==> src/shared/decode_pkg.sv <==
`default_nettype none
package decode_pkg;
  // wishbone register map, byte addresses of aligned words
  localparam logic [3:0] CTRL_OFS = 4'h0;
  localparam logic [3:0] STATUS_OFS = 4'h4;
  localparam logic [3:0] COUNT_OFS = 4'h8;
  // control register fields and reset value
  localparam int CTRL_NARROW_BIT = 0;
  localparam int CTRL_ENABLE_BIT = 1;
  localparam logic [1:0] CTRL_RESET = 2'h2;
  // status register field positions
  localparam int STAT_CYC_LSB = 0;
  localparam int STAT_KIND_LSB = 8;
  localparam int STAT_PEND_BIT = 16;
  localparam int STAT_BUSY_BIT = 17;
  // opcode patterns
  localparam logic [7:0] OP_RESTORE_FLAGS = 8'h9d;
  localparam logic [5:0] OP_ADD_RM = 6'h00;
  localparam logic [5:0] OP_ADC_RM = 6'h04;
  localparam logic [5:0] OP_SUB_RM = 6'h0a;
  localparam logic [5:0] OP_IMM_GROUP = 6'h20;
  localparam logic [6:0] OP_ADD_ACC = 7'h02;
  localparam logic [6:0] OP_ADC_ACC = 7'h0a;
  localparam logic [7:0] OP_CODE_OVR = 8'h2e;
  localparam logic [7:0] OP_STACK_OVR = 8'h36;
  localparam logic [7:0] OP_DATA_OVR = 8'h3e;
  localparam logic [7:0] OP_EXTRA_OVR = 8'h26;
  // middle field of the addressing byte in the immediate group
  localparam logic [2:0] GRP_ADD = 3'h0;
  localparam logic [2:0] GRP_ADC = 3'h2;
  localparam logic [1:0] MOD_REG = 2'h3;
  // execution clock counts
  localparam logic [4:0] CYC_PREFIX = 5'h02;
  localparam logic [4:0] CYC_FLAGS_WIDE = 5'h08;
  localparam logic [4:0] CYC_FLAGS_NARROW = 5'h0c;
  localparam logic [4:0] CYC_RM_REG = 5'h03;
  localparam logic [4:0] CYC_RM_MEM = 5'h0a;
  localparam logic [4:0] CYC_IMM_REG = 5'h04;
  localparam logic [4:0] CYC_IMM_MEM = 5'h10;
  localparam logic [4:0] CYC_ACC_BYTE = 5'h03;
  localparam logic [4:0] CYC_ACC_WORD = 5'h04;
  localparam logic [4:0] CYC_NARROW_WORD = 5'h04;
  // decoded instruction classes
  typedef enum logic [2:0] {
    KIND_NONE, KIND_SEG_PREFIX, KIND_RESTORE_FLAGS,
    KIND_ADD, KIND_ADC, KIND_SUB, KIND_UNKNOWN
  } kind_e;
  // operand forms
  typedef enum logic [1:0] {FORM_NONE, FORM_RM, FORM_IMM_RM, FORM_IMM_ACC} form_e;
  // segment selected by a prefix, in opcode bit order
  typedef enum logic [1:0] {SEG_EXTRA, SEG_CODE, SEG_STACK, SEG_DATA} seg_e;
  // one decoded instruction handed to the execution unit
  typedef struct packed {
    kind_e kind;
    form_e form;
    logic ovr_valid;
    seg_e ovr_seg;
    logic wide;
    logic dir;
    logic sext;
    logic [1:0] mode;
    logic [2:0] reg_f;
    logic [2:0] rm;
    logic [15:0] disp;
    logic [15:0] imm;
    logic [4:0] cycles;
  } decoded_s;
endpackage : decode_pkg
`default_nettype wire

==> src/hdl/flag_stack_prefix_add_decode.sv <==
// Summary of operation
// - opcode 9d restores flags, 8 or 12 clocks
// - four segment prefixes, two clocks each
// - add register with reg/mem, 3 or 10
// - adc three forms: 3/10, 4/16, 3/4
// - 001010dw subtract reg/mem, 3 or 10
// - narrow bus word memory adds four clocks
//
// The placing of the registers and the Wishbone register port were decided locally.
`timescale 1ns/1ps
`default_nettype none
module flag_stack_prefix_add_decode (
  input wire logic clock_i, // 40 MHz core clock
  input wire logic rst_i, // synchronous reset, active high
  input wire logic ce_i, // clock enable, low freezes all state
  input wire logic wb_cyc_i, // wishbone cycle
  input wire logic wb_stb_i, // wishbone strobe
  input wire logic wb_we_i, // wishbone write
  input wire logic [3:0] wb_adr_i, // wishbone byte address
  input wire logic [3:0] wb_sel_i, // wishbone byte lanes
  input wire logic [31:0] wb_dat_i, // wishbone write data
  output logic [31:0] wb_dat_o, // wishbone read data
  output logic wb_ack_o, // wishbone acknowledge
  input wire logic [7:0] byte_i, // byte from prefetch queue
  input wire logic byte_valid_i, // queue byte present
  output logic byte_ready_o, // decoder takes the byte
  output decode_pkg::decoded_s dec_o, // decoded instruction
  output logic dec_valid_o, // decoded instruction present
  input wire logic dec_ready_i // execution unit takes it
);
  import decode_pkg::*;

  // decode sequencer states
  typedef enum logic [2:0] {
    ST_OPCODE, ST_MODRM, ST_DISP_LO, ST_DISP_HI, ST_IMM_LO, ST_IMM_HI, ST_COST, ST_EMIT
  } state_e;

  state_e state_q; // sequencer state
  state_e state_d; // next state
  decoded_s rec_q; // record under construction
  decoded_s rec_d; // next record
  logic [1:0] ctrl_q; // narrow bus and enable bits
  logic [15:0] count_q; // instructions emitted
  logic pend_q; // override waiting for next instruction
  logic pend_d; // next pending flag
  seg_e pend_seg_q; // segment of waiting override
  seg_e pend_seg_d; // next waiting segment
  logic [31:0] rdat_q; // read data register
  logic ack_q; // acknowledge register

  // bus decode
  wire bus_req = wb_cyc_i && wb_stb_i && !ack_q; // new access, ack drops after one cycle
  wire wr_ctrl = bus_req && wb_we_i && wb_sel_i[0] && (wb_adr_i == CTRL_OFS);
  wire wr_count = bus_req && wb_we_i && (wb_adr_i == COUNT_OFS);
  wire narrow = ctrl_q[CTRL_NARROW_BIT]; // 8-bit bus variant
  wire enable = ctrl_q[CTRL_ENABLE_BIT]; // decoder runs

  // byte handshake
  wire want_byte = (state_q != ST_COST) && (state_q != ST_EMIT);
  wire take = ce_i && enable && byte_valid_i && want_byte;
  wire emit_done = ce_i && (state_q == ST_EMIT) && dec_ready_i;

  // opcode classes
  wire [7:0] b = byte_i;
  wire is_prefix = (b == OP_CODE_OVR) || (b == OP_STACK_OVR) || (b == OP_DATA_OVR)
                   || (b == OP_EXTRA_OVR);
  wire is_flags = (b == OP_RESTORE_FLAGS);
  wire is_add_rm = (b[7:2] == OP_ADD_RM);
  wire is_adc_rm = (b[7:2] == OP_ADC_RM);
  wire is_sub_rm = (b[7:2] == OP_SUB_RM);
  wire is_grp = (b[7:2] == OP_IMM_GROUP);
  wire is_add_acc = (b[7:1] == OP_ADD_ACC);
  wire is_adc_acc = (b[7:1] == OP_ADC_ACC);

  // addressing byte: displacement length from mode and rm
  wire direct = (b[7:6] == 2'h0) && (b[2:0] == 3'h6);
  wire disp1 = (b[7:6] == 2'h1);
  wire disp2 = (b[7:6] == 2'h2) || direct;
  wire rec_disp2 = (rec_q.mode == 2'h2) || ((rec_q.mode == 2'h0) && (rec_q.rm == 3'h6));
  wire is_grp_rec = (rec_q.form == FORM_IMM_RM);
  // two immediate bytes for a word operand unless sign extended from one, else one byte
  wire imm_two = rec_q.wide && !rec_q.sext;

  // cost of the finished record
  wire mem_op = (rec_q.form == FORM_RM || rec_q.form == FORM_IMM_RM)
                && (rec_q.mode != MOD_REG);
  logic [4:0] base_cyc; // clocks before the bus penalty
  logic [4:0] cost; // total clocks
  always_comb
  begin
    case (rec_q.form)
      FORM_RM: base_cyc = mem_op ? CYC_RM_MEM : CYC_RM_REG;
      FORM_IMM_RM: base_cyc = mem_op ? CYC_IMM_MEM : CYC_IMM_REG;
      FORM_IMM_ACC: base_cyc = rec_q.wide ? CYC_ACC_WORD : CYC_ACC_BYTE;
      default: base_cyc = 5'h00;
    endcase
    if (rec_q.kind == KIND_RESTORE_FLAGS)
    begin
      base_cyc = narrow ? CYC_FLAGS_NARROW : CYC_FLAGS_WIDE;
    end
    else if (rec_q.kind == KIND_UNKNOWN)
    begin
      // unsupported encodings carry no cost
      base_cyc = 5'h00;
    end
    // word memory on narrow bus
    // unsupported encodings stay at zero, so the penalty never lands on them
    cost = (narrow && mem_op && rec_q.wide && (rec_q.kind != KIND_UNKNOWN))
           ? 5'(base_cyc + CYC_NARROW_WORD) : base_cyc;
  end

  // sequencer and record assembly
  always_comb
  begin
    state_d = state_q;
    rec_d = rec_q;
    pend_d = pend_q;
    pend_seg_d = pend_seg_q;
    case (state_q)
      ST_OPCODE:
      begin
        if (take)
        begin
          rec_d = '0;
          rec_d.wide = b[0];
          rec_d.dir = b[1];
          if (is_prefix)
          begin
            rec_d.kind = KIND_SEG_PREFIX;
            rec_d.ovr_valid = 1'b1;
            rec_d.ovr_seg = seg_e'(b[4:3]);
            rec_d.wide = 1'b0;
            rec_d.dir = 1'b0;
            rec_d.cycles = CYC_PREFIX;
            pend_d = 1'b1;
            pend_seg_d = seg_e'(b[4:3]);
            state_d = ST_EMIT;
          end
          else if (is_flags)
          begin
            rec_d.kind = KIND_RESTORE_FLAGS;
            rec_d.wide = 1'b0;
            rec_d.dir = 1'b0;
            state_d = ST_COST;
          end
          else if (is_add_rm || is_adc_rm || is_sub_rm)
          begin
            rec_d.kind = is_add_rm ? KIND_ADD : (is_adc_rm ? KIND_ADC : KIND_SUB);
            rec_d.form = FORM_RM;
            state_d = ST_MODRM;
          end
          else if (is_grp)
          begin
            rec_d.kind = KIND_UNKNOWN;
            rec_d.form = FORM_IMM_RM;
            rec_d.sext = b[1];
            rec_d.dir = 1'b0;
            state_d = ST_MODRM;
          end
          else if (is_add_acc || is_adc_acc)
          begin
            rec_d.kind = is_add_acc ? KIND_ADD : KIND_ADC;
            rec_d.form = FORM_IMM_ACC;
            rec_d.dir = 1'b0;
            state_d = ST_IMM_LO;
          end
          else
          begin
            // not handled here, passed on as unknown
            rec_d.kind = KIND_UNKNOWN;
            rec_d.wide = 1'b0;
            rec_d.dir = 1'b0;
            state_d = ST_COST;
          end
        end
      end
      ST_MODRM:
      begin
        if (take)
        begin
          rec_d.mode = b[7:6];
          rec_d.reg_f = b[5:3];
          rec_d.rm = b[2:0];
          if (is_grp_rec)
          begin
            if (b[5:3] == GRP_ADC)
            begin
              rec_d.kind = KIND_ADC;
            end
            else if (b[5:3] == GRP_ADD)
            begin
              rec_d.kind = KIND_ADD;
            end
          end
          if (disp1 || disp2)
          begin
            state_d = ST_DISP_LO;
          end
          else
          begin
            state_d = is_grp_rec ? ST_IMM_LO : ST_COST;
          end
        end
      end
      ST_DISP_LO:
      begin
        if (take)
        begin
          // short displacement is sign extended
          rec_d.disp = {{8{b[7]}}, b};
          if (rec_disp2)
          begin
            state_d = ST_DISP_HI;
          end
          else
          begin
            state_d = is_grp_rec ? ST_IMM_LO : ST_COST;
          end
        end
      end
      ST_DISP_HI:
      begin
        if (take)
        begin
          rec_d.disp[15:8] = b;
          state_d = is_grp_rec ? ST_IMM_LO : ST_COST;
        end
      end
      ST_IMM_LO:
      begin
        if (take)
        begin
          // one byte, extended by sign if asked
          rec_d.imm = {(rec_q.sext && rec_q.wide) ? {8{b[7]}} : 8'h00, b};
          state_d = imm_two ? ST_IMM_HI : ST_COST;
        end
      end
      ST_IMM_HI:
      begin
        if (take)
        begin
          rec_d.imm[15:8] = b;
          state_d = ST_COST;
        end
      end
      ST_COST:
      begin
        // attach any waiting override, then price the instruction
        if (ce_i)
        begin
          rec_d.cycles = cost;
          rec_d.ovr_valid = pend_q;
          rec_d.ovr_seg = pend_seg_q;
          pend_d = 1'b0;
          state_d = ST_EMIT;
        end
      end
      ST_EMIT:
      begin
        if (emit_done)
        begin
          state_d = ST_OPCODE;
        end
      end
      default: state_d = ST_OPCODE;
    endcase
  end

  // state registers
  always_ff @(posedge clock_i)
  begin
    if (rst_i)
    begin
      state_q <= ST_OPCODE;
      rec_q <= '0;
      pend_q <= 1'b0;
      pend_seg_q <= SEG_EXTRA;
    end
    else if (ce_i)
    begin
      state_q <= state_d;
      rec_q <= rec_d;
      pend_q <= pend_d;
      pend_seg_q <= pend_seg_d;
    end
  end

  // control register and emitted count
  always_ff @(posedge clock_i)
  begin
    if (rst_i)
    begin
      ctrl_q <= CTRL_RESET;
      count_q <= 16'h0000;
    end
    else if (ce_i)
    begin
      if (wr_ctrl)
      begin
        ctrl_q <= wb_dat_i[1:0];
      end
      // a write clears the count, an emit in the same cycle still counts
      if (emit_done)
      begin
        count_q <= wr_count ? 16'h0001 : 16'(count_q + 16'h0001);
      end
      else if (wr_count)
      begin
        count_q <= 16'h0000;
      end
    end
  end

  // read data selection
  wire [31:0] status_word = (32'(rec_q.cycles) << STAT_CYC_LSB)
                            | (32'(rec_q.kind) << STAT_KIND_LSB)
                            | (32'(pend_q) << STAT_PEND_BIT)
                            | (32'(state_q != ST_OPCODE) << STAT_BUSY_BIT);
  wire [31:0] rsel = (wb_adr_i == CTRL_OFS) ? {30'h0000_0000, ctrl_q}
                   : (wb_adr_i == STATUS_OFS) ? status_word
                   : (wb_adr_i == COUNT_OFS) ? {16'h0000, count_q}
                   : 32'h0000_0000;

  // bus answer one cycle after the request, unmapped reads give zero
  always_ff @(posedge clock_i)
  begin
    if (rst_i)
    begin
      ack_q <= 1'b0;
      rdat_q <= 32'h0000_0000;
    end
    else if (ce_i)
    begin
      ack_q <= bus_req;
      if (bus_req && !wb_we_i)
      begin
        rdat_q <= rsel;
      end
    end
  end

  assign wb_ack_o = ack_q;
  assign wb_dat_o = rdat_q;
  assign byte_ready_o = enable && want_byte;
  assign dec_valid_o = (state_q == ST_EMIT);
  assign dec_o = rec_q;
endmodule : flag_stack_prefix_add_decode
`default_nettype wire

==> config.mk <==
export PLATFORM = sky130hd
export DESIGN_NAME = flag_stack_prefix_add_decode
export DESIGN_NICKNAME = d
export VERILOG_FILES = /design/src/shared/decode_pkg.sv /design/src/hdl/flag_stack_prefix_add_decode.sv
export SDC_FILE = /design/constraint.sdc
export NUM_CORES = 1
export LEC_CHECK = 0
export ABC_AREA = 0
export BUFFER_PORTS_ARGS = -buffer_cell sky130_fd_sc_hd__clkbuf_2
export CORE_AREA = 4 4 116 118
export DETAILED_ROUTE_END_ITERATION = 10
export DIE_AREA = 0 0 120 122
export PLACE_DENSITY_LB_ADDON = 0.25
export SLEW_MARGIN = 20
export SYNTH_ARGS = -nofsm -noshare
export SYNTH_HDL_FRONTEND = slang
export SYNTH_SLANG_ARGS = --single-unit
==> constraint.sdc <==
create_clock -name clock_i -period 2.3 [get_ports clock_i]
set_input_delay 0.46 -clock clock_i [delete_from_list [all_inputs] [get_ports clock_i]]
set_output_delay 0.46 -clock clock_i [all_outputs]
set_load 0.03 [all_outputs]
Word level (Yosys, flattened, before mapping)
Cells that the tools add are included.

Logic and storage cells: 206. Flip-flop bits (word level): 113. Output and inout bits: 91.

Mux-type cells: 72. Equality and inequality tests: 44. Add/sub/neg operators: 2. Reduce and logical (&&, ||, !) cells: 63. Bitwise operators: 3.

Operators with widths (number): $mux W16 (6); $mux W3 (26); $mux W56 (1); $pmux W8 S2 (3); $pmux W8 S3 (2); $mux W18 (2); $eq A8 B6 Y1 const B (4); $mux W5 (6); $pmux W3 S8 (1); $logic_and A1 B1 Y1 (22); $eq A3 B3 Y1 const B (7); $reduce_and A4 Y1 (5); $mux W2 (9); $ne A2 B2 Y1 const B (9); $or A17 B18 Y18 (1); $or A11 B17 Y17 (1); $add A16 B1 Y16 const B (1); $mux W8 (2); $pmux W5 S3 (1); $eq A3 B2 Y1 const B (4); $ne A3 B3 Y1 const B (4); $pmux W3 S2 (2); $or A5 B11 Y11 (1); $logic_or A1 B1 Y1 (10); 29 further kinds (54).

Logic depth before layout (Yosys ltp)
Gate-level depths: netlist of the first run.

Word-level depth: 10. Gate-level depth with buffers: 10. Depth with buffers taken out: 10.

Least setup slack after synthesis of the first run
Ideal clock, no wire load.

Kind: register -> register. Start point: register rec_q, in the netlist dec_o[52]. End point: register rec_q, in the netlist dec_o[4]. Clock period less this slack: 2.251 ns. Setup slack: 0.049 ns. Data required time: 2.208 ns. Cell stages (with the launch flop): 11. Arrival: 2.159 ns. Cells stage by stage: dfxtp_1 inv_1 ha_1 a21bo_2 a22o_1 a32o_1 ha_1 inv_1 nor2_1 xor2_1 o32ai_1.

Cells in the longest elaborated chain, start to end: 10. Elaborated cells between the ends (all ways): 16. Those cells by class: add/sub (1); eq/ne (3); mux (7); reduce/logical (5).

Ends and longest elaborated chain: start, declared (line flag_stack_prefix_add_decode.sv:40) `decoded_s rec_q;`; start signal, assigned (line flag_stack_prefix_add_decode.sv:282) `rec_q <= rec_d;`; $eq A2 B1 Y1 or $eq A2 B2 Y1 (tied branches) (line flag_stack_prefix_add_decode.sv:85, flag_stack_prefix_add_decode.sv:91); $logic_or A1 B1 Y1 (line flag_stack_prefix_add_decode.sv:85) `wire mem_op = (rec_q.form == FORM_RM || rec_q.form == FORM_IMM_RM)`; $logic_and A1 B1 Y1 (line flag_stack_prefix_add_decode.sv:86) `&& (rec_q.mode != MOD_REG);`; $mux W4 or $mux W5 (tied branches) (line flag_stack_prefix_add_decode.sv:92, flag_stack_prefix_add_decode.sv:93); $pmux W5 S3 (line flag_stack_prefix_add_decode.sv:91) `case (rec_q.form)`; $mux W5 (line flag_stack_prefix_add_decode.sv:101) `else if (rec_q.kind == KIND_UNKNOWN)`; $mux W5 (line flag_stack_prefix_add_decode.sv:97) `if (rec_q.kind == KIND_RESTORE_FLAGS)`; $add A5 B3 Y5 (line flag_stack_prefix_add_decode.sv:109) `? 5'(base_cyc + CYC_NARROW_WORD) : base_cyc;`; $mux W5 (*) (line flag_stack_prefix_add_decode.sv:109); $pmux W5 S2 (*) (line flag_stack_prefix_add_decode.sv:119) `case (state_q)`.

Mark *: on every way between the ends. The rest lies on a longest branch, timed or not. A chain may end at the register's enable or synchronous reset.

Worst setup path in the final report of the first run
Start point: register rec_q, in the netlist dec_o[51]. End point: register rec_q, in the netlist dec_o[4].

The elaborated chain is that of the path after synthesis.

==> reports/metrics.cfg, run 1 <==
[worst_setup_path]
cp.arrival_ns=2.33
cpPeakStageDelay_ns=0.33
cp_max_fo=3
slowest_stage=dfxtp_1
path_delay_family=compound AO/OA/AOI/OAI gates
crit_start=dec_o[51]
critPathKind=reg -> reg
cp_cell_sequence=inv_1 -> ha_1 -> a21bo_2 -> a22o_1 -> a32o_1 -> ha_1 -> inv_1 -> nor2_1 -> xor2_1 -> o32ai_1
cp.depth=10
reg2reg_depth=10
path_buf_inv=2
start_kind=register
critical_path_required_ns=2.55
r2r-start=dec_o[51]
end_kind=register

[synthesis]
synth_commonest_cells=99 x dfxtp_1, 68 x nor2_1, 67 x nand2_1, 58 x a21oi_1, 34 x nand3_1
synth_cells=610
synth_area_leaders=dfxtp_1 41%, a21oi_1 6.0%, nor2_1 5.2%, nand2_1 5.2%, nand3_1 3.5%
synth_area_leader_cell=dfxtp_1
synth_edf_count=0
yosysWarnings=0
synth_ff_type=dfxtp_1
synth_cell_type_count=67
synth.most_common_cell=dfxtp_1
synth-async-reset-ratio_pct=0
synth_area_um2=4880
ys_seq_area_share_pct=40.6
ys_seq_elements=99
netlist.area_leader.share_pct=40.6
syn_avg_cell_area_um2=8.00

[clock_tree]
cts_tree=yes
root_buffer=clkbuf_16
cts_buffers=9
cts_num_sinks=99
clk_pin_slew_ns=0.07
ctsHoldBuffers=0
cts_resized=0
post_cts_buffers=0
clock_latency_ns=0.35
cts.path.max_buffers=2
h-tree-depth=3

[finish]
fill_cells=1284
final_nets=776
layout-drive-gt1-share_pct=22.4
area.growth.synth_to_final_pct=21.4
final-instance-count-excl-fill=891
n_antenna_cell=0

[placed_design]
place_ws_ns=0.259
port_buffers=99
gp_congestion=0.906
place_inst=875
dp_hpwl_mm=11.0

[power]
p_int_w=0.00276
switching_share_pct=28.1
power_density_nw_per_um2=647
combPwrFrac_pct=13.7
p_seq_share_pct=46.9
pwr-share-clk_pct=39.4
switching_power_w=0.00108
ir_drop_v=0.000282
leakagePower_nw=2.40
power.total_w=0.00383

[drt]
wirelength_mm=14.7
ant_nets=0
drc=0
vias=4885
wl_per_cell_um=16.5
firstDrtPassIters=4
drtIter0Drc=311
vias_per_cell=5.48

[grt]
met3_usage_pct=4.04
antenna_found_initial=0
grt_start_max_net_pins=27
use_met1_pct=26.1
grt-ovfl-total=0
busiest_layer=met2
grt_pass1_vias=4788
grt_pass1_wl_mm=23.8
gr-usage-all-layers_pct=20.1
use_met2_pct=33.3

[timing]
finalWorstSetupSlack_ns=0.216
holdWs_ns=0.348
rsz0062_at_grt=no
setup_tns_ns=0
maxSlewViolCount=0
worstMarginPinSlew_ns=0.668
setup_viol=0
fin_crit_ns=2.08
max_freq_ghz=0.480
slew_headroom_pct=55.4
post-route-period-util_pct=90.6
finalHoldViolations=0
finClkSkew_ns=0.00821

[min_path]
hp-class=in -> reg
hp-start=wb_dat_i[1]
holdPathStages=3

[floorplanning]
dieHeight_um=122
io_pins=147
fp-row-count=41
start_util_pct=39.1
die_w_um=120
die_area_um2=14600
core_um2=12500

[job]
drv_cap=0

[outcome]
outcome=finished clean

==> through the flow <==
step / util (%) / instance area (µm²)
finish: 47.5 / 5920
global route: 47.5 / 5920
CTS: 47.5 / 5920
detailed placement: 45.2 / 5630
global placement: 45.2 / 5630
floorplan: - / 4930
==> cell type report <==
| type | count | area [µm²] | area share (%) |
|---|---|---|---|
| inverter | 11 | 41.3 | 0.697 |
| timing repair buffer | 133 | 751 | 12.7 |
| sequential | 99 | 1980 | 33.5 |
| tap | 172 | 215 | 3.63 |
| clock buffer | 10 | 229 | 3.87 |
| multi-input combinational | 460 | 2640 | 44.6 |
| clock inverter | 6 | 63.8 | 1.08 |
==> metal layers <==
metal  part of all wire [%]  vias to the layer above
li1                       -                     2399
met5                      0                        -
met3                    5.7                       18
met4                    1.4                        0
met2                     46                      145
met1                     47                     2323
==> layout by cell type, fill, tap and decap left out, drive strengths merged, types with 6 or more instances in the layout <==
cell and instances:
clkbuf 109, dfxtp 99, nor2 70, nand2 67
a21oi 58, nand3 34, buf 34, o21ai 22
nor3 21, and3 19, conb 14, a211oi 13
inv 12, a22oi 11, nand4 11, a221oi 10
o211ai 9, nand2b 7, and2 7, nor2b 6
o2111ai 6, or3 6, ha 6
==> worst register-to-register path, delay by kind of cell, from the launching register on <==
family | cells | cell delay (ns)
compound gates | 4 | 0.86
xor+xnor | 1 | 0.17
fa+ha+maj | 2 | 0.46
buf+inv | 2 | 0.12
flops | 1 | 0.33
simple gates | 1 | 0.04
==> kinds of logic (layout without fill, tap and decap cells) <==
group	count (synthesis)	after routing	share of synthesized area (%)
adders and majority gates	6	6	1.54
and+or+nand+nor	267	267	27.0
DFF	99	99	40.6
other	1	14	0.0769
muxes	5	5	1.05
AOI/OAI and AO/OA	162	162	22.4
buffers and inverters	64	160	6.23
xor gates and xnor gates	6	6	1.08
==> state kept, by name (all words and copies together), names as in the netlist <==
signal      flops
count_q        16
ctrl_q          2
dec_o          56
pend_q          1
pend_seg_q      2
state_q         3
wb_ack_o        1
wb_dat_o       18
==> final timing paths <==
path                                      to  slack (ns)
worst min-delay path               ctrl_q[1]        0.35
worst max register to register      dec_o[4]        0.22
worst min register to register  wb_dat_o[17]        0.45
worst max-delay path                dec_o[4]        0.22
==> power groups by stage <==
stage	Combinational (W)	Sequential [W]	Clock, W
after global routing	0.000570	0.00180	0.00163
after detailed placement	0.000522	0.00184	0
final	0.000523	0.00180	0.00151
after CTS	0.000524	0.00180	0.00155
after floorplan	0.000299	0.00190	0
after global placement	0.000516	0.00183	0
Note: power is estimated with default switching activity, not from simulation.
==> run 2, diff against run 1 <==
- CORE_AREA: 4 4 116 118 -> 8 8 120 122
- DIE_AREA: 0 0 120 122 -> 0 0 128 130
- PLACE_DENSITY_LB_ADDON: 0.25 -> default
==> reports/metrics.cfg, run 2 (synthesis gave the netlist of run 1 again) <==
[outcome]
outcome=finished clean

[floorplanning]
io_pins=147
fp-row-count=41
core_um2=12400
start_util_pct=39.3
die_area_um2=16600
dieHeight_um=130
die_w_um=128

[drt]
vias_per_cell=5.47
wirelength_mm=15.2
vias=4846
drc=0
firstDrtPassIters=5
drtIter0Drc=451
ant_nets=0
wl_per_cell_um=17.2

[timing]
worstMarginPinSlew_ns=0.659
rsz0062_at_grt=no
post-route-period-util_pct=91.9
finalHoldViolations=0
slew_headroom_pct=55.6
finClkSkew_ns=0.0100
maxSlewViolCount=0
setup_viol=0
max_freq_ghz=0.473
fin_crit_ns=2.11
setup_tns_ns=0

[clock_tree]
cts_num_sinks=99
clock_latency_ns=0.36
h-tree-depth=3
cts_buffers=9
cts_tree=yes
clk_pin_slew_ns=0.06
post_cts_buffers=0
cts.path.max_buffers=2
root_buffer=clkbuf_16
cts_resized=0
ctsHoldBuffers=0

[power]
p_seq_share_pct=46.7
power_density_nw_per_um2=652
p_int_w=0.00278
power.total_w=0.00385
leakagePower_nw=2.39
switching_power_w=0.00107
ir_drop_v=0.000314
pwr-share-clk_pct=39.7
combPwrFrac_pct=13.6
switching_share_pct=27.8

[job]
drv_cap=0

[placed_design]
port_buffers=99
dp_hpwl_mm=11.2
place_inst=871
gp_congestion=0.889

[finish]
area.growth.synth_to_final_pct=21.1
final_cell_mix=99 x dfxtp_1, 99 x clkbuf_2, 68 x nor2_1, 67 x nand2_1, 58 x a21oi_1
n_antenna_cell=0
final-instance-count-excl-fill=886
final_nets=772
largest_reg_flops=56
fill_cells=1276
layout-drive-gt1-share_pct=21.8

[grt]
gr-usage-all-layers_pct=18.6
antenna_found_initial=0
grt_start_max_net_pins=53
grt_pass1_vias=4674
grt_pass1_wl_mm=24.5
grt-ovfl-total=0

[min_path]
hp-class=in -> reg
holdPathStages=3

[worst_setup_path]
cp.arrival_ns=1.65
reg2reg_depth=10
start_kind=register
critPathKind=reg -> out
cp_cell_sequence=nand2_1 -> and2_1 -> clkbuf_2
cp_max_fo=10
cpPeakStageDelay_ns=0.52
slowest_stage=dfxtp_1
critical_path_required_ns=1.84
end_kind=output port

## run 2: changes by cell type in the layout (fill, tap and decap cells not counted), sizes merged
| cell | previous run | this run |
|---|---|---|
| clkbuf | 109 | 110 |
| clkinvlp | 2 | 1 |
| buf | 34 | 30 |
| inv | 12 | 11 |
## run 2: worst max-delay path: cells and delay by family (launching register included)
kind                   cells  cell delay [ns]
flip-flops                 1             0.52
AND/OR/NAND/NOR            2             0.60
buffers and inverters      1             0.18
## run 2: final cells by class
cell class	instances	area (µm²)	share of cell area (%)
Timing Repair Buffer	129	733	12.4
Clock buffer	11	243	4.11
Clock inverter	4	51.3	0.869
Tap cell	172	215	3.64
Inverter	11	41.3	0.699
Multi-Input combinational cell	460	2640	44.7
Sequential cell	99	1980	33.6
## run 2: path summary, 6_finish.rpt
| path | slack [ns] | start | endpoint |
|---|---|---|---|
| worst min register to register | 0.46 | dec_o[25] | dec_o[25] |
| worst min-delay path | 0.33 | wb_dat_i[1] | ctrl_q[1] |
| worst max register to register | 0.22 | dec_o[52] | dec_o[4] |
| worst max-delay path | 0.19 | state_q[2] | byte_ready_o |
## run 2: stage by stage
| stage | hold slack (ns) | worst slack [ns] | utilization, % | cell area (µm²) |
|---|---|---|---|---|
| floorplan | 0.453 | 0.0485 | - | 4930 |
| global placement | 0.441 | 0.241 | 45.2 | 5610 |
| detailed placement | 0.454 | 0.240 | 45.2 | 5610 |
| CTS | 0.329 | 0.186 | 47.6 | 5910 |
| finish | 0.333 | 0.187 | 47.6 | 5910 |
| global route | 0.346 | 0.0492 | 47.6 | 5910 |
## run 2: per-layer routing
metal | up-vias | wire, µm | GRT usage (%)
li1 | 2389 | - | -
met1 | 2241 | 6790 | 23.0
met2 | 191 | 6800 | 30.1
met3 | 25 | 1300 | 5.59
met4 | 0 | 313 | 6.64
met5 | - | 0 | 0
## run 2: power by group through the flow
stage | logic [W] | clock network, W | registers (W)
floorplan | 0.000299 | 0 | 0.00190
global placement | 0.000517 | 0 | 0.00183
detailed placement | 0.000522 | 0 | 0.00184
CTS | 0.000523 | 0.00157 | 0.00180
global route | 0.000570 | 0.00164 | 0.00180
finish | 0.000524 | 0.00153 | 0.00180
